File: src/include/dpbc_pkg.sv
// package of register offsets, field positions and reset values for the buffer controller
package dpbc_pkg;
   // register addresses on the multiplexed processor bus
   localparam logic [7:0] ADDR_HOST_LATCH = 8'h50;
   localparam logic [7:0] ADDR_HOST_CTRL = 8'h52;
   localparam logic [7:0] ADDR_DMA_CTRL = 8'h53;
   localparam logic [7:0] ADDR_BUF_SIZE = 8'h54;
   localparam logic [7:0] ADDR_RESET_CTRL = 8'h59;
   localparam logic [7:0] ADDR_RD_PTR_LO = 8'h5a;
   localparam logic [7:0] ADDR_RD_PTR_HI = 8'h5b;
   localparam logic [7:0] ADDR_WR_PTR_LO = 8'h5c;
   localparam logic [7:0] ADDR_WR_PTR_HI = 8'h5d;
   localparam logic [7:0] ADDR_STOP_LO = 8'h5e;
   localparam logic [7:0] ADDR_STOP_HI = 8'h5f;
   // field positions
   localparam int HIC_RECV_BIT = 2;
   localparam int HIC_DRIVE_BIT = 3;
   localparam int DMA_WRITE_LATCH_BIT = 2;
   localparam int DMA_READ_LATCH_BIT = 3;
   localparam int DMA_DIR_BIT = 4;
   localparam int DMA_DONE_BIT = 5;
   localparam int RST_CHIP_BIT = 0;
   // reset values
   localparam logic [7:0] HOST_CTRL_RESET = 8'h00;
   localparam logic [7:0] DMA_CTRL_RESET = 8'h00;
   localparam logic [7:0] BUF_SIZE_RESET = 8'h00;
   localparam logic [15:0] PTR_RESET = 16'h0000;
   localparam logic RESET_CTRL_RESET = 1'b1;
endpackage
File: src/core/dpbc_page.sv
// page strobe sequencer for the external high-order address registers
`timescale 1ns/10ps
module dpbc_page
(
   input wire logic clk,
   input wire logic rst_n,
   input wire logic host_req,
   input wire logic dev_req,
   input wire logic busy,
   output logic active,
   output logic host_sel,
   output logic strobe
);
   ////////////////////////////////////////////////////////////////////////////////
   // pending flags: set wins over clear so no page change is lost
   logic host_pend;
   logic dev_pend;
   logic phase;
   logic start;
   assign start = !busy && !active && (host_pend || dev_pend);
   always_ff @(posedge clk)
   begin
      if (!rst_n)
      begin
         host_pend <= 1'b0;
         dev_pend <= 1'b0;
         active <= 1'b0;
         host_sel <= 1'b0;
         phase <= 1'b0;
         strobe <= 1'b0;
      end
      else
      begin
         host_pend <= host_req || (host_pend && !(start && host_pend));
         dev_pend <= dev_req || (dev_pend && !(start && !host_pend));
         if (start)
         begin
            active <= 1'b1; // high byte goes out on the address lines first
            host_sel <= host_pend;
            phase <= 1'b0;
         end
         else if (active && !phase && !busy)
         begin
            phase <= 1'b1;
            strobe <= 1'b1;
         end
         else if (active && phase)
         begin
            active <= 1'b0;
            strobe <= 1'b0;
         end
      end
   end
endmodule

File: src/core/dpbc_ptr.sv
// one 16-bit buffer pointer with byte writes, clear, increment and masked rollover
`timescale 1ns/10ps
module dpbc_ptr
(
   input wire logic clk,
   input wire logic rst_n,
   input wire logic clear,
   input wire logic wr_lo,
   input wire logic wr_hi,
   input wire logic [7:0] wdata,
   input wire logic incr,
   input wire logic [7:0] size,
   output logic [15:0] value,
   output logic hi_changed
);
   ////////////////////////////////////////////////////////////////////////////////
   // incremented value with high bits beyond the buffer size forced back to zero
   logic [15:0] plus_one;
   logic [15:0] wrapped;
   logic [15:0] next_value;
   assign plus_one = value + 16'h0001;
   assign wrapped = {plus_one[15:8] & size, plus_one[7:0]};
   assign next_value = clear ? dpbc_pkg::PTR_RESET
      : wr_lo ? {value[15:8], wdata}
      : wr_hi ? {wdata, value[7:0]}
      : incr ? wrapped
      : value;

   // pointer register and high-byte change pulse
   always_ff @(posedge clk)
   begin
      if (!rst_n)
      begin
         value <= dpbc_pkg::PTR_RESET;
         hi_changed <= 1'b0;
      end
      else
      begin
         value <= next_value;
         hi_changed <= wr_hi || (next_value[15:8] != value[15:8]);
      end
   end
endmodule

File: src/core/dpbc_top.sv
// dual-port circular buffer controller: registers, peripheral port, host dma port
// Overview of operation
// - sample peripheral request, access RAM next cycle
// - one byte per peripheral request
// - direction set: write RAM at write pointer
// - direction clear: read RAM at read pointer
// - host read: read, latch, drive, request, acknowledge
// - host write: receive host data, write RAM
// - host never passes the stop pointer
// - pointer equals stop: halt, set done
// - new stop write clears done, resumes
// - reset register write clears all pointers
// - size register sets rollover point
// - write pointer per byte, read per peripheral byte or host handshake
// - block write: write latch starts handshakes
// - latch read asserts receive enable when enabled
// - latch write strobes then drives host bus
// - pointers are 16 bits, two bytes each
// - peripheral wins over host and page updates
// - new high byte out, then page strobe
`timescale 1ns/10ps
module dpbc_top
(
   input wire logic clk,
   input wire logic rst_n,
   input wire logic cs_n,
   input wire logic ale,
   input wire logic rd_n,
   input wire logic wr_n,
   input wire logic [7:0] ad_in,
   output logic [7:0] ad_out,
   output logic ad_oe,
   input wire logic periph_req,
   output logic [7:0] buf_addr,
   output logic memory_select,
   output logic buffer_write_strobe,
   output logic host_page_strobe,
   output logic device_page_strobe,
   output logic host_receive_enable,
   output logic host_drive_enable,
   output logic host_latch_strobe,
   output logic host_dma_request,
   input wire logic host_dma_ack
);
   ////////////////////////////////////////////////////////////////////////////////
   // input synchronisers: first stage read only by the second
   logic [5:0] sync1, sync2;
   logic [7:0] ad_s1, ad_s2;
   always_ff @(posedge clk)
   begin
      if (!rst_n)
      begin
         sync1 <= 6'h00;
         sync2 <= 6'h00;
         ad_s1 <= 8'h00;
         ad_s2 <= 8'h00;
      end
      else
      begin
         sync1 <= {!cs_n, ale, !rd_n, !wr_n, periph_req, host_dma_ack};
         sync2 <= sync1;
         ad_s1 <= ad_in;
         ad_s2 <= ad_s1;
      end
   end
   logic cs_s, ale_s, rd_s, wr_s, preq_s, ack_s;
   assign {cs_s, ale_s, rd_s, wr_s, preq_s, ack_s} = sync2;

   ////////////////////////////////////////////////////////////////////////////////
   // processor bus: address latch, write edge detection and read level decode
   logic [7:0] reg_addr;
   logic wr_d, rd_d;
   always_ff @(posedge clk)
   begin
      if (!rst_n)
      begin
         reg_addr <= 8'h00;
         wr_d <= 1'b0;
         rd_d <= 1'b0;
      end
      else
      begin
         if (ale_s)
            reg_addr <= ad_s2;
         wr_d <= wr_s && cs_s;
         rd_d <= rd_s && cs_s;
      end
   end
   wire wr_pulse = wr_s && cs_s && !wr_d;
   wire rd_active = rd_s && cs_s;

   // write decode
   wire wr_hic = wr_pulse && (reg_addr == dpbc_pkg::ADDR_HOST_CTRL);
   wire wr_dma = wr_pulse && (reg_addr == dpbc_pkg::ADDR_DMA_CTRL);
   wire wr_size = wr_pulse && (reg_addr == dpbc_pkg::ADDR_BUF_SIZE);
   wire wr_rst = wr_pulse && (reg_addr == dpbc_pkg::ADDR_RESET_CTRL);
   wire wr_rp_lo = wr_pulse && (reg_addr == dpbc_pkg::ADDR_RD_PTR_LO);
   wire wr_rp_hi = wr_pulse && (reg_addr == dpbc_pkg::ADDR_RD_PTR_HI);
   wire wr_wp_lo = wr_pulse && (reg_addr == dpbc_pkg::ADDR_WR_PTR_LO);
   wire wr_wp_hi = wr_pulse && (reg_addr == dpbc_pkg::ADDR_WR_PTR_HI);
   wire wr_sp_lo = wr_pulse && (reg_addr == dpbc_pkg::ADDR_STOP_LO);
   wire wr_sp_hi = wr_pulse && (reg_addr == dpbc_pkg::ADDR_STOP_HI);
   wire wr_latch = wr_pulse && (reg_addr == dpbc_pkg::ADDR_HOST_LATCH);

   ////////////////////////////////////////////////////////////////////////////////
   // control registers
   logic [7:0] host_ctrl, dma_ctrl, buf_size;
   logic chip_reset, done, done_set;
   wire ptr_clear = wr_rst || chip_reset;
   wire dir_in = dma_ctrl[dpbc_pkg::DMA_DIR_BIT];
   wire rd_latch_on = dma_ctrl[dpbc_pkg::DMA_READ_LATCH_BIT];
   wire wr_latch_on = dma_ctrl[dpbc_pkg::DMA_WRITE_LATCH_BIT];
   always_ff @(posedge clk)
   begin
      if (!rst_n)
      begin
         host_ctrl <= dpbc_pkg::HOST_CTRL_RESET;
         dma_ctrl <= dpbc_pkg::DMA_CTRL_RESET;
         buf_size <= dpbc_pkg::BUF_SIZE_RESET;
         chip_reset <= dpbc_pkg::RESET_CTRL_RESET;
         done <= 1'b0;
      end
      else
      begin
         if (wr_rst)
            chip_reset <= ad_s2[dpbc_pkg::RST_CHIP_BIT];
         if (chip_reset && !wr_rst)
         begin
            host_ctrl <= dpbc_pkg::HOST_CTRL_RESET;
            dma_ctrl <= dpbc_pkg::DMA_CTRL_RESET;
            buf_size <= dpbc_pkg::BUF_SIZE_RESET;
         end
         else
         begin
            if (wr_hic)
               host_ctrl <= ad_s2;
            if (wr_dma)
               dma_ctrl <= ad_s2;
            if (wr_size)
               buf_size <= ad_s2;
         end
         // set wins over the clear by a new stop pointer
         if (done_set)
            done <= 1'b1;
         else if (wr_sp_lo || wr_sp_hi || chip_reset)
            done <= 1'b0;
      end
   end

   ////////////////////////////////////////////////////////////////////////////////
   // pointers
   logic [15:0] rd_ptr, wr_ptr, stop_ptr;
   logic rd_incr, wr_incr, rd_hi_chg, wr_hi_chg;
   dpbc_ptr u_rd_ptr (.clk(clk), .rst_n(rst_n), .clear(ptr_clear), .wr_lo(wr_rp_lo),
      .wr_hi(wr_rp_hi), .wdata(ad_s2), .incr(rd_incr), .size(buf_size), .value(rd_ptr),
      .hi_changed(rd_hi_chg));
   dpbc_ptr u_wr_ptr (.clk(clk), .rst_n(rst_n), .clear(ptr_clear), .wr_lo(wr_wp_lo),
      .wr_hi(wr_wp_hi), .wdata(ad_s2), .incr(wr_incr), .size(buf_size), .value(wr_ptr),
      .hi_changed(wr_hi_chg));
   dpbc_ptr u_stop_ptr (.clk(clk), .rst_n(rst_n), .clear(ptr_clear), .wr_lo(wr_sp_lo),
      .wr_hi(wr_sp_hi), .wdata(ad_s2), .incr(1'b0), .size(buf_size), .value(stop_ptr),
      .hi_changed());

   ////////////////////////////////////////////////////////////////////////////////
   // peripheral port: request sampled once, access in the following cycle
   logic preq_d, periph_cycle;
   wire preq_edge = preq_s && !preq_d;
   always_ff @(posedge clk)
   begin
      if (!rst_n)
      begin
         preq_d <= 1'b0;
         periph_cycle <= 1'b0;
      end
      else
      begin
         preq_d <= preq_s;
         periph_cycle <= preq_edge;
      end
   end

   ////////////////////////////////////////////////////////////////////////////////
   // host dma state machine
   typedef enum logic [5:0] {
      DPBC_IDLE = 6'b00_0001,
      DPBC_RD_MEM = 6'b00_0010,
      DPBC_RD_REQ = 6'b00_0100,
      DPBC_WR_REQ = 6'b00_1000,
      DPBC_WR_MEM = 6'b01_0000,
      DPBC_WAIT = 6'b10_0000
   } dpbc_state_t;
   dpbc_state_t state, next_state;
   wire [15:0] host_ptr = dir_in ? rd_ptr : wr_ptr;
   // high comparator bits gated by buffer size
   wire at_stop = (host_ptr[7:0] == stop_ptr[7:0])
      && ((host_ptr[15:8] & buf_size) == (stop_ptr[15:8] & buf_size));
   wire host_go = !done && !at_stop && !chip_reset
      && ((dir_in && rd_latch_on) || (!dir_in && wr_latch_on));
   assign done_set = (state == DPBC_IDLE) && !done && at_stop
      && ((dir_in && rd_latch_on) || (!dir_in && wr_latch_on));
   logic page_busy;
   always_comb
   begin
      next_state = state;
      case (state)
         DPBC_IDLE:
            if (host_go && !periph_cycle && !preq_edge && !page_busy)
               next_state = dir_in ? DPBC_RD_MEM : DPBC_WR_REQ;
         DPBC_RD_MEM:
            next_state = DPBC_RD_REQ;
         DPBC_RD_REQ:
            if (ack_s)
               next_state = DPBC_WAIT;
         DPBC_WR_REQ:
            if (ack_s)
               next_state = DPBC_WR_MEM;
         DPBC_WR_MEM:
            if (!periph_cycle)
               next_state = DPBC_WAIT;
         DPBC_WAIT:
            if (!ack_s)
               next_state = DPBC_IDLE;
         default:
            next_state = DPBC_IDLE;
      endcase
   end
   always_ff @(posedge clk)
   begin
      if (!rst_n)
         state <= DPBC_IDLE;
      else
         state <= next_state;
   end
   // write pointer per byte stored, read pointer per byte the peripheral reads or per completed host handshake
   assign wr_incr = (periph_cycle && dir_in)
      || (state == DPBC_WR_MEM && !periph_cycle);
   assign rd_incr = (periph_cycle && !dir_in)
      || (state == DPBC_RD_REQ && ack_s);

   ////////////////////////////////////////////////////////////////////////////////
   // page updates of the external high-order registers
   logic page_active, page_host, page_strobe;
   assign page_busy = periph_cycle || preq_edge || (state != DPBC_IDLE);
   dpbc_page u_page (.clk(clk), .rst_n(rst_n), .host_req(dir_in ? rd_hi_chg : wr_hi_chg),
      .dev_req(dir_in ? wr_hi_chg : rd_hi_chg), .busy(page_busy), .active(page_active),
      .host_sel(page_host), .strobe(page_strobe));
   wire [15:0] page_ptr = (page_host == dir_in) ? rd_ptr : wr_ptr;

   ////////////////////////////////////////////////////////////////////////////////
   // ram address and strobes
   wire host_mem = (state == DPBC_RD_MEM) || (state == DPBC_WR_MEM && !periph_cycle);
   wire [15:0] mem_ptr = periph_cycle ? (dir_in ? wr_ptr : rd_ptr) : host_ptr;
   wire next_ms = periph_cycle || host_mem;
   wire next_we = (periph_cycle && dir_in)
      || (!periph_cycle && state == DPBC_WR_MEM);
   wire [7:0] next_addr = (page_active && !next_ms) ? page_ptr[15:8] : mem_ptr[7:0];
   // external latch port strobes
   wire latch_rd = rd_active && (reg_addr == dpbc_pkg::ADDR_HOST_LATCH)
      && host_ctrl[dpbc_pkg::HIC_RECV_BIT];
   wire latch_wr = wr_latch && host_ctrl[dpbc_pkg::HIC_DRIVE_BIT];
   logic latch_drive;
   always_ff @(posedge clk)
   begin
      if (!rst_n)
         latch_drive <= 1'b0;
      else if (latch_wr)
         latch_drive <= 1'b1;
      else if (wr_hic && !ad_s2[dpbc_pkg::HIC_DRIVE_BIT])
         latch_drive <= 1'b0;
   end

   // registered outputs
   always_ff @(posedge clk)
   begin
      if (!rst_n)
      begin
         buf_addr <= 8'h00;
         memory_select <= 1'b0;
         buffer_write_strobe <= 1'b0;
         host_page_strobe <= 1'b0;
         device_page_strobe <= 1'b0;
         host_latch_strobe <= 1'b0;
         host_drive_enable <= 1'b0;
         host_receive_enable <= 1'b0;
         host_dma_request <= 1'b0;
      end
      else
      begin
         buf_addr <= next_addr;
         memory_select <= next_ms;
         buffer_write_strobe <= next_we;
         host_page_strobe <= page_strobe && page_host;
         device_page_strobe <= page_strobe && !page_host;
         host_latch_strobe <= (state == DPBC_RD_MEM) || latch_wr;
         host_drive_enable <= (next_state == DPBC_RD_REQ) || latch_drive;
         host_receive_enable <= (next_state == DPBC_WR_REQ)
            || (state == DPBC_WR_MEM) || latch_rd;
         host_dma_request <= (next_state == DPBC_RD_REQ) || (next_state == DPBC_WR_REQ);
      end
   end

   ////////////////////////////////////////////////////////////////////////////////
   // register read back
   wire [7:0] dma_read = {dma_ctrl[7:6], done, dma_ctrl[4:0]};
   wire [7:0] next_rdata = (reg_addr == dpbc_pkg::ADDR_HOST_CTRL) ? host_ctrl
      : (reg_addr == dpbc_pkg::ADDR_DMA_CTRL) ? dma_read
      : (reg_addr == dpbc_pkg::ADDR_RD_PTR_LO) ? rd_ptr[7:0]
      : (reg_addr == dpbc_pkg::ADDR_RD_PTR_HI) ? rd_ptr[15:8]
      : (reg_addr == dpbc_pkg::ADDR_WR_PTR_LO) ? wr_ptr[7:0]
      : (reg_addr == dpbc_pkg::ADDR_WR_PTR_HI) ? wr_ptr[15:8]
      : (reg_addr == dpbc_pkg::ADDR_STOP_LO) ? stop_ptr[7:0]
      : (reg_addr == dpbc_pkg::ADDR_STOP_HI) ? stop_ptr[15:8]
      : 8'h00;
   always_ff @(posedge clk)
   begin
      if (!rst_n)
      begin
         ad_out <= 8'h00;
         ad_oe <= 1'b0;
      end
      else
      begin
         ad_out <= next_rdata;
         ad_oe <= rd_active && (reg_addr != dpbc_pkg::ADDR_HOST_LATCH); // latch drives bus
      end
   end
endmodule

File: config.mk
export PLATFORM = sky130hd
export DESIGN_NAME = dpbc_top
export DESIGN_NICKNAME = d
export VERILOG_FILES = /design/src/include/dpbc_pkg.sv /design/src/core/dpbc_page.sv /design/src/core/dpbc_ptr.sv /design/src/core/dpbc_top.sv
export SDC_FILE = /design/constraint.sdc
export NUM_CORES = 1
export LEC_CHECK = 0
export BUFFER_PORTS_ARGS = -buffer_cell sky130_fd_sc_hd__buf_2
export CAP_MARGIN = 20
export CORE_MARGIN = 4
export CORE_UTILIZATION = 55
export DETAILED_ROUTE_END_ITERATION = 6
export PLACE_DENSITY_LB_ADDON = 0.2
export SLEW_MARGIN = 20
export SYNTH_ARGS = -nofsm -noshare
export SYNTH_HDL_FRONTEND = slang
export SYNTH_SLANG_ARGS = --single-unit
File: constraint.sdc
create_clock -name clk -period 2.9 [get_ports clk]
set_input_delay 0.145 -clock clk [delete_from_list [all_inputs] [get_ports clk]]
set_output_delay 0.145 -clock clk [all_outputs]
set_load 0.01 [all_outputs]
Yosys cells after proc, flatten, opt, wreduce, memory -nomap -nowiden:

Index checks and enable logic that the tools add are counted.

* output and inout port bits: 25
* flip-flop bits (word level): 153
* word-level logic and storage cells: 221
* input bits: 16

* bitwise logic cells: 7
* reduce and logical (&&, ||, !) cells: 104
* equal/unequal tests: 29
* muxes and demuxes: 39
* add/subtract/negate cells: 2

Operator list (count)
* $mux 16: 10
* $mux 8: 12
* $eq 8x7->1 const B: 11
* $logic_and 1x1->1: 49
* $pmux 6 s6: 1
* $add 16x1->16 const B: 2
* $and 8x8->8: 4
* $mux 6: 5
* $logic_not 1->1: 21
* $logic_or 1x1->1: 20
* $eq 8x8->1: 2
* $ne 8x8->1: 2
* $eq 6x3->1 const B: 2
* $eq 6x4->1 const B: 2
* $reduce_bool 2->1: 6
* $mux 1: 10
* $reduce_and 2->1: 5
* $ne 8x7->1 const B: 1
* $eq 6x1->1 const B: 1
* $eq 6x2->1 const B: 1
* $eq 6x5->1 const B: 1
* $eq 6x6->1 const B: 1
* $ne 2x1->1 const B: 3
* $ne 6x1->1 const B: 1
* 4 further kinds: 8

Depth between registers and ports, before layout:

Gate-level depths: netlist of the first run.

* depth after elaboration: 16
* depth in mapped cells: 10
* gate-level depth less buffers: 8

By module:

From an unflattened synthesis of the first run, not the netlist that was laid out.

* cells, all modules: 1067
* area total of the unflattened synthesis: 8757.1 µm²

By module, submodules not included
* dpbc_top: area each 4525.6 µm², seq. area each 1921.8 µm², instances 1, cells an instance 482
* dpbc_ptr: area each 1321.3 µm², seq. area each 340.3 µm², instances 3, cells an instance 186
* dpbc_page: area each 267.8 µm², seq. area each 120.1 µm², instances 1, cells an instance 27

Least setup slack after synthesis of the first run:

OpenSTA, ideal clock, no wires.

* kind: flip-flop to flip-flop
* start: register reg_addr[2]
* end: register u_wr_ptr.hi_changed
* clock period less this slack: 2.422 ns
* stages on the path, launching flop included: 10
* buffers on the path: 2
* setup slack: 0.478 ns
* setup time: 0.116 ns
* required time: 2.784 ns
* data arrival time: 2.307 ns
* cells stage by stage: dfxtp_1 clkbuf_1 nand2_1 or3_1 clkbuf_1 a2111oi_2 nor2_1 a2111oi_0 a41oi_1 a31o_1

* longest elaborated chain between the ends: 7
* elaborated cells between the ends (all ways): 12
* those cells by class: 4 x eq/ne; 3 x mux; 5 x reduce/logical

RTL lines
* start, declared: RTL line dpbc_top.sv:71 `logic [7:0] reg_addr;`
* start signal, assigned: RTL line dpbc_top.sv:84 `reg_addr <= ad_s2;`
* $eq 8x7->1: RTL line dpbc_top.sv:100 `wire wr_wp_hi = wr_pulse && (reg_addr == dpbc_pkg::ADDR_WR_PTR_HI);`
* $logic_and 1x1->1: RTL line dpbc_top.sv:100
* $mux 16: RTL line dpbc_ptr.sv:25 `: wr_hi ? {wdata, value[7:0]}`
* $mux 16: RTL line dpbc_ptr.sv:24 `: wr_lo ? {value[15:8], wdata}`
* $mux 16: RTL line dpbc_ptr.sv:23 `assign next_value = clear ? dpbc_pkg::PTR_RESET`
* $ne 8x8->1: RTL line dpbc_ptr.sv:40 `hi_changed <= wr_hi || (next_value[15:8] != value[15:8]);`
* $logic_or 1x1->1 *: RTL line dpbc_ptr.sv:40
* end signal, assigned: RTL line dpbc_ptr.sv:40
* end, declared: RTL line dpbc_ptr.sv:14 `output logic hi_changed`

Mark *: on every way between the ends. The rest lies on a longest branch, timed or not. The select of a mux whose other input is x is not followed.
A chain may end at the register's enable or synchronous reset.

Worst setup path in the final report of the first run:

Same ends and word-level chain as after synthesis.

==> run summary, run 1 <==
GP Congestion -> 1.00
Critical-path top delay cell -> dfxtp_1
CP Capture Type -> register
Post-placement cell count -> 1120
Final #Nets -> 991
Root buf cell -> clkbuf_16
VDD IR-drop max -> 0.422 mV
PD cells -> 483 nW/um^2
Iteration-0 DRC Markers -> 940
Kind of critical path -> reg -> reg
Initial antenna violation count -> 0
Top cells by area, synth -> dfxtp_1, mux2i_1, nor2_1
Clk slew on worst S/H paths -> 60 ps
Clock latency on the worst-skew pair -> 440 ps
Longest Clk Path Bufs -> 2
Synth Warn # -> 0
Port-buffer cells -> 40
Area Growth Syn to Fin -> 15.4%
Endpoints failing setup -> 0
Post-synth top area share -> 0.385
Die height -> 128 microns
Share of cells above drive strength 1 -> 0.144
Synth async-reset ratio -> 0
Mean post-synth cell area -> 8.43 sq um
Setup bufs post-CTS -> 0
Die W -> 128 microns
Sink Count -> 152
Seq. cell area -> 3040 sq um
M3 GR Usage -> 0.0742
H-tree depth -> 4
Number of synthesized flops with an enable pin -> 0
Effective utilization at floorplan -> 0.565
Post-synth top area cell -> dfxtp_1
First-pass GRT wire length -> 38800 microns
RSZ-0062 raised after global routing -> false
Pre-CTS setup slack -> 342 ps
Final Critical Period -> 2660 ps
Peak Freq -> 377 MHz
Multi-input gate area -> 4470 sq um
Pin count of the biggest net entering global routing -> 47
Post-DRT Antenna Nets -> 0
Fill cell count -> 1191
WP data required -> 3230 ps
Hpwl dp -> 16800 microns
Post-synthesis cell count -> 937
Accumulated negative setup slack -> 0 ps
Seq cells post-synth -> 152
Die ar. -> 16300 sq um
Number of buffers created by CTS -> 17
CP max FO -> 8
Pre-Repair DR Iteration Count -> 6
Hold Crit Class -> in -> reg
Vias -> 7406
Post-synthesis sequential area ratio -> 0.385
CP Launch Type -> register
Syn_nets -> 955
Least-Margin Pin Slew -> 940 ps
Netlist cell types -> 76
Met2 Resource Use GR -> 0.453
Wire per inst -> 21.1 microns
Met1 usage in global routing -> 0.408
Worst path arrival time -> 2980 ps
Number of global-route vias before repair -> 7044
Status -> complete, no violations
Layout Skew -> 11.5 ps
Number of core rows -> 43
Most Used Layer, Global Route -> met2
GRT Util Overall -> 0.307
Max-cap violations -> 0
Area of the core -> 14000 sq um
CTS Hold Buffers Added -> 14
CP peak stage delay -> 480 ps
Drt total wl -> 24500 microns
Final Non-Filler Cells -> 1164
Synthesized area -> 7900 sq um
Setup slack after layout -> 245 ps
IO Pins -> 41
N_diodes -> 0
Slew Viols, Final -> 0
Post-CTS Resized -> 0
Worst rel slew slack -> 0.364
Total grt overflow -> 0
Final hold vios -> 0
Number of remaining DRC errors -> 0
CTS tree -> done
Top FF cell, synth -> dfxtp_1
CP Cell Sequence -> nand2_1 -> or3_1 -> a2111oi_2 -> nor2_1 -> a2111oi_0 -> a41oi_1 -> a31o_1
Vias per inst -> 6.36
Leak -> 3.14 nW
Tcrit/Tclk final -> 0.916
==> cells by family after synthesis <==
| group | synth area share |
|---|---|
| buffers and inverters | 0.0507 |
| multiplexers | 0.0998 |
| adder cells (fa/ha/maj) | 0.00317 |
| AND/OR/NAND/NOR | 0.238 |
| flip-flops | 0.385 |
| XOR/XNOR | 0.0399 |
| AO/OA/AOI/OAI | 0.183 |
==> state kept, by name, indices dropped and copies added, names as in the netlist, 6 cells and up <==
register / count
u_rd_ptr.value: 16
u_stop_ptr.value: 16
u_wr_ptr.value: 16
ad_out: 8
ad_s1: 8
ad_s2: 8
buf_addr: 8
buf_size: 8
host_ctrl: 8
reg_addr: 8
dma_ctrl: 7
state: 6
sync1: 6
sync2: 6
==> cells in the final DEF, fill, tap and decap left out, types with 6 or more instances in the layout <==
cell / instances
a21oi_1: 49
or4_1: 6
nor4_1: 11
o21a_1: 6
nor2b_1: 14
nor2_1: 111
nand3_1: 36
a211oi_1: 37
nand4_1: 13
nor3_1: 22
mux4_2: 7
mux2i_1: 63
nand2_1: 64
a22oi_1: 17
dlygate4sd3_1: 14
buf_2: 40
xor2_1: 6
buf_4: 45
inv_1: 18
dfxtp_1: 152
clkbuf_16: 17
o21ai_0: 32
xnor2_1: 30
nand2b_1: 7
and2_1: 31
o31ai_1: 6
and3_1: 12
a222oi_1: 7
==> per-stage QoR <==
step	instance area, sq um	util	hold WS [ps]	total power [mW]
6_report	9110	0.651	109	4.40
3_3_place_gp	8400	0.601	302	2.27
3_5_place_dp	8400	0.601	306	2.27
2_1_floorplan	7900	-	217	2.22
4_1_cts	9110	0.651	81.2	4.42
5_1_grt	9110	0.651	121	4.53
==> per-layer routing <==
metal	up-vias	share of wire
li1	3451	-
met1	3406	0.41
met2	441	0.43
met3	108	0.10
met4	0	0.058
met5	-	0
==> final cells by class <==
type / instances / area share
multi-input cells: 682 / 0.490
clock inverters: 11 / 0.0137
flip-flops and latches: 152 / 0.334
inverters: 18 / 0.00742
repair buffers: 102 / 0.0810
well taps: 180 / 0.0247
clock buffers: 19 / 0.0486
==> critical path, delay by kind of cell (launching register included) <==
kind / cells / cell delay (ps)
AO/OA/AOI/OAI: 4 / 1350
flip-flops: 1 / 480
AND/OR/NAND/NOR: 3 / 720
==> power by group <==
part           internal, mW  switching, mW  total, mW
logic                0.0468         0.0625      0.109
registers              2.11         0.0214       2.13
clock network          1.28          0.882       2.16
==> path summary, 6_finish.rpt <==
check | slack (ps) | end | start | depth (start not counted)
max | 240 | u_wr_ptr.hi_changed | reg_addr[2] | 7
min | 110 | device_page_strobe | rst_n | 3
max reg2reg | 240 | u_wr_ptr.hi_changed | reg_addr[2] | 7
min reg2reg | 420 | periph_cycle | preq_d | 1
==> synth_stat cells (6+ instances only) <==
cell type / n
nor2_1: 111
nand3_1: 36
o21a_1: 6
dfxtp_1: 152
o21ai_0: 32
or4_1: 6
nand4_1: 13
o31ai_1: 6
inv_1: 18
nor4_1: 12
nand2_1: 64
mux2i_1: 63
buf_1: 8
xor2_1: 6
nor3_1: 22
clkbuf_1: 71
a22oi_1: 17
a21oi_1: 49
nor2b_1: 14
a211oi_1: 37
mux4_2: 7
xnor2_1: 30
and2_1: 31
a222oi_1: 7
and3_1: 12
nand2b_1: 7
(Power assumes the default switching activity.)
==> inputs of run 2 (changes only) <==
--- a/config.mk
+++ b/config.mk
@@ -5,8 +5,9 @@
 export SDC_FILE = /design/constraint.sdc
 export NUM_CORES = 1
 export LEC_CHECK = 0
+export ABC_AREA = 1
 export BUFFER_PORTS_ARGS = -buffer_cell sky130_fd_sc_hd__buf_2
-export CAP_MARGIN = 20
+export CAP_MARGIN = 15
 export CORE_MARGIN = 4
 export CORE_UTILIZATION = 55
 export DETAILED_ROUTE_END_ITERATION = 6
==> run summary, run 2 <==
PD cells -> 486 nW/um^2 (+0.58%)
IO Pins -> 41 (unchanged)
Top Registers -> u_rd_ptr.value (16), u_stop_ptr.value (16), u_wr_ptr.value (16)
Most Used Layer, Global Route -> met2
H-tree depth -> 4 (unchanged)
Hold slack -> 243 ps (+134 ps)
Number of synthesized flops with an enable pin -> 0 (unchanged)
CP peak stage delay -> 350 ps (-130 ps)
Root buf cell -> clkbuf_16
Share of cells above drive strength 1 -> 0.110 (-0.0339)
First-pass GRT wire length -> 38800 microns (+0.16%)
Fill cell count -> 1289 (+8.2%)
Multi-input gate area -> 3940 sq um (-12%)
Tcrit/Tclk final -> 0.885 (-0.0305)
Worst path most repeated cell -> nand2_1
Mean post-synth cell area -> 6.75 sq um (-20%)
Leak -> 3.97 nW (+26%)
R2R setup slack -> 330 ps (+90 ps)
Area Growth Syn to Fin -> 12.5%
Endpoints failing setup -> 0 (unchanged)
Most frequent cells after synthesis -> nand2_1, inv_1, dfxtp_1
Post-synthesis cell count -> 1181 (+26%)
Pre-Repair DR Iteration Count -> 5 (-1)
Drt total wl -> 25000 microns (+2.0%)
Synth async-reset ratio -> 0 (unchanged)
Post-CTS Resized -> 0 (unchanged)
Number of remaining DRC errors -> 0 (unchanged)
Total grt overflow -> 0 (unchanged)
Least-Margin Pin Slew -> 762 ps (-178 ps)
VDD IR-drop max -> 0.452 mV (+7.2%)
CP Capture Type -> register
CP Cell Sequence -> nand2_1 -> nor3_4 -> nand2_2 -> nor2_8 -> inv_4 -> nor2_4 -> inv_2 -> nand2_1 -> nand2_1 -> nand2_1 -> nand2_1 -> nor2_1 -> nand3_1 -> nor2_1 -> nor2_1
GP Congestion -> 1.08 (+8.3%)
Post-DRT Antenna Nets -> 0 (unchanged)
Post-synthesis sequential area ratio -> 0.382 (-0.00345)
Clk slew on worst S/H paths -> 70 ps (about the same)
Slew Viols, Final -> 0 (unchanged)
WP data required -> 3190 ps (-40 ps)
N_diodes -> 0 (unchanged)
Peak Freq -> 390 MHz (+3.4%)
Post-synth top area cell -> dfxtp_1
Initial antenna violation count -> 0 (unchanged)
Worst rel slew slack -> 0.490 (+0.126)
Layout Skew -> 12.7 ps (+1.21 ps)
Max-cap violations -> 0 (unchanged)
Number of core rows -> 43 (unchanged)
M3 GR Usage -> 0.0963 (+0.0221)
Netlist cell types -> 48 (-37%)
Wire per inst -> 17.7 microns (-16%)
Status -> complete, no violations
Die ar. -> 16500 sq um (+0.85%)
Final hold vios -> 0 (unchanged)
Kind of critical path -> reg -> reg
CTS tree -> done
Met1 usage in global routing -> 0.414 (+0.00641)
Top cells by area, synth -> dfxtp_1, nand2_1, inv_1
Top FF cell, synth -> dfxtp_1
Sink Count -> 152 (unchanged)
Final cell utilization of the core -> 0.639 (-0.0126)
Post-synth top area share -> 0.382 (-0.00345)
Synth Warn # -> 0 (unchanged)
Number of global-route vias before repair -> 7203 (+2.3%)
Clock latency on the worst-skew pair -> 430 ps (about the same)
Area of the core -> 14000 sq um (+0.38%)
Commonest non-fill, non-tap cell in the layout -> nand2_1
Met2 Resource Use GR -> 0.431 (-0.0220)
Seq. cell area -> 3040 sq um (unchanged)
Final Critical Period -> 2570 ps (-88.3 ps)
GRT Util Overall -> 0.304 (-0.00309)
Effective utilization at floorplan -> 0.567 (+0.00292)
Hpwl dp -> 17900 microns (+6.3%)
Pin count of the biggest net entering global routing -> 51 (+8.5%)
RSZ-0062 raised after global routing -> false
Seq cells post-synth -> 152 (unchanged)
Iteration-0 DRC Markers -> 1042 (+11%)
Worst path arrival time -> 2860 ps (-120 ps)
Syn_nets -> 1199 (+26%)
Top-count cell post-synth -> nand2_1
Number of buffers created by CTS -> 17 (unchanged)
Vias per inst -> 5.75 (-9.6%)
Synthesized area -> 7970 sq um (+0.90%)
Longest Clk Path Bufs -> 2 (unchanged)
Critical-path top delay cell -> dfxtp_1
Final #Nets -> 1237 (+25%)
Accumulated negative setup slack -> 0 ps (unchanged)
CP max FO -> 29 (+21)
Die W -> 128 microns (+0.42%)
Hold Crit Class -> in -> reg
Leading cell types in the layout, fill and taps excluded -> nand2_1, inv_1, dfxtp_1, nor2_1, a21oi_1
CP Launch Type -> register
Die height -> 128 microns (+0.42%)
Port-buffer cells -> 40 (unchanged)
Vias -> 8121 (+9.7%)
-- run 2: cell count changes after synthesis, sizes merged, moves of 15 or more --
cell | previous run | this run
and2 | 31 | 0
nand2 | 64 | 282
buf | 14 | 29
nand3 | 36 | 60
o21ai | 36 | 87
a21oi | 49 | 83
xnor2 | 30 | 0
a22oi | 17 | 1
nand4 | 13 | 39
inv | 18 | 193
mux2i | 63 | 0
clkbuf | 71 | 21
-- run 2: path summary, 6_finish.rpt --
check,cells past startpoint,start,endpoint
setup / recovery,15,reg_addr[4],u_rd_ptr.hi_changed
hold / removal,5,rst_n,host_ctrl[4]
setup reg to reg,15,reg_addr[4],u_rd_ptr.hi_changed
hold reg to reg,1,preq_d,periph_cycle
-- run 2: layout make-up --
type / count / area share
inverter: 194 / 0.0815
clock buffer: 17 / 0.0474
tap: 180 / 0.0251
multi-input combinational: 785 / 0.439
timing repair buffer: 69 / 0.0519
clock inverter: 15 / 0.0159
sequential: 152 / 0.339
-- run 2: kinds of logic after synthesis --
logic type,share of synthesized area
AOI/OAI and AO/OA,0.184
adders and majority gates,0.00314
buffers and inverters,0.124
and+or+nand+nor,0.288
DFF,0.382
xor gates and xnor gates,0.0187
-- run 2: worst max-delay path, delay by kind of cell, from the launching register on --
family / cells / cell delay, ps
buffers and inverters: 2 / 360
AND/OR/NAND/NOR: 13 / 1710
flip-flops: 1 / 350
-- run 2: power by group --
group	switching [mW]	leakage, nW	total, mW	internal (mW)
Clock	0.967	0.271	2.10	1.13
Combinational	0.0863	2.46	0.129	0.0426
Sequential	0.0196	1.23	2.13	2.11
Total	1.07	3.97	4.36	3.28
-- run 2: repair_timing --
item                      in CTS  in global routing
hold buffers                  14                  0
hold endpoints to repair      14                  0
setup buffers                  0                  0
-- run 2: through the flow --
step                      setup slack, ps  area (sq um)  total power [mW]  std cells
after global placement                468          8260              2.29       1366
after global routing                 21.3          8970              4.49       1412
after floorplan                      1050          7970              2.24       1181
final                                 333          8970              4.36       1412
after CTS                             397          8970              4.37       1412
after detailed placement              425          8260              2.29       1366
-- run 2: metal layers --
layer	part of all wire	wire, microns
met5	0	0
met4	0.048	1210
met3	0.11	2820
met2	0.42	10500
met1	0.42	10500
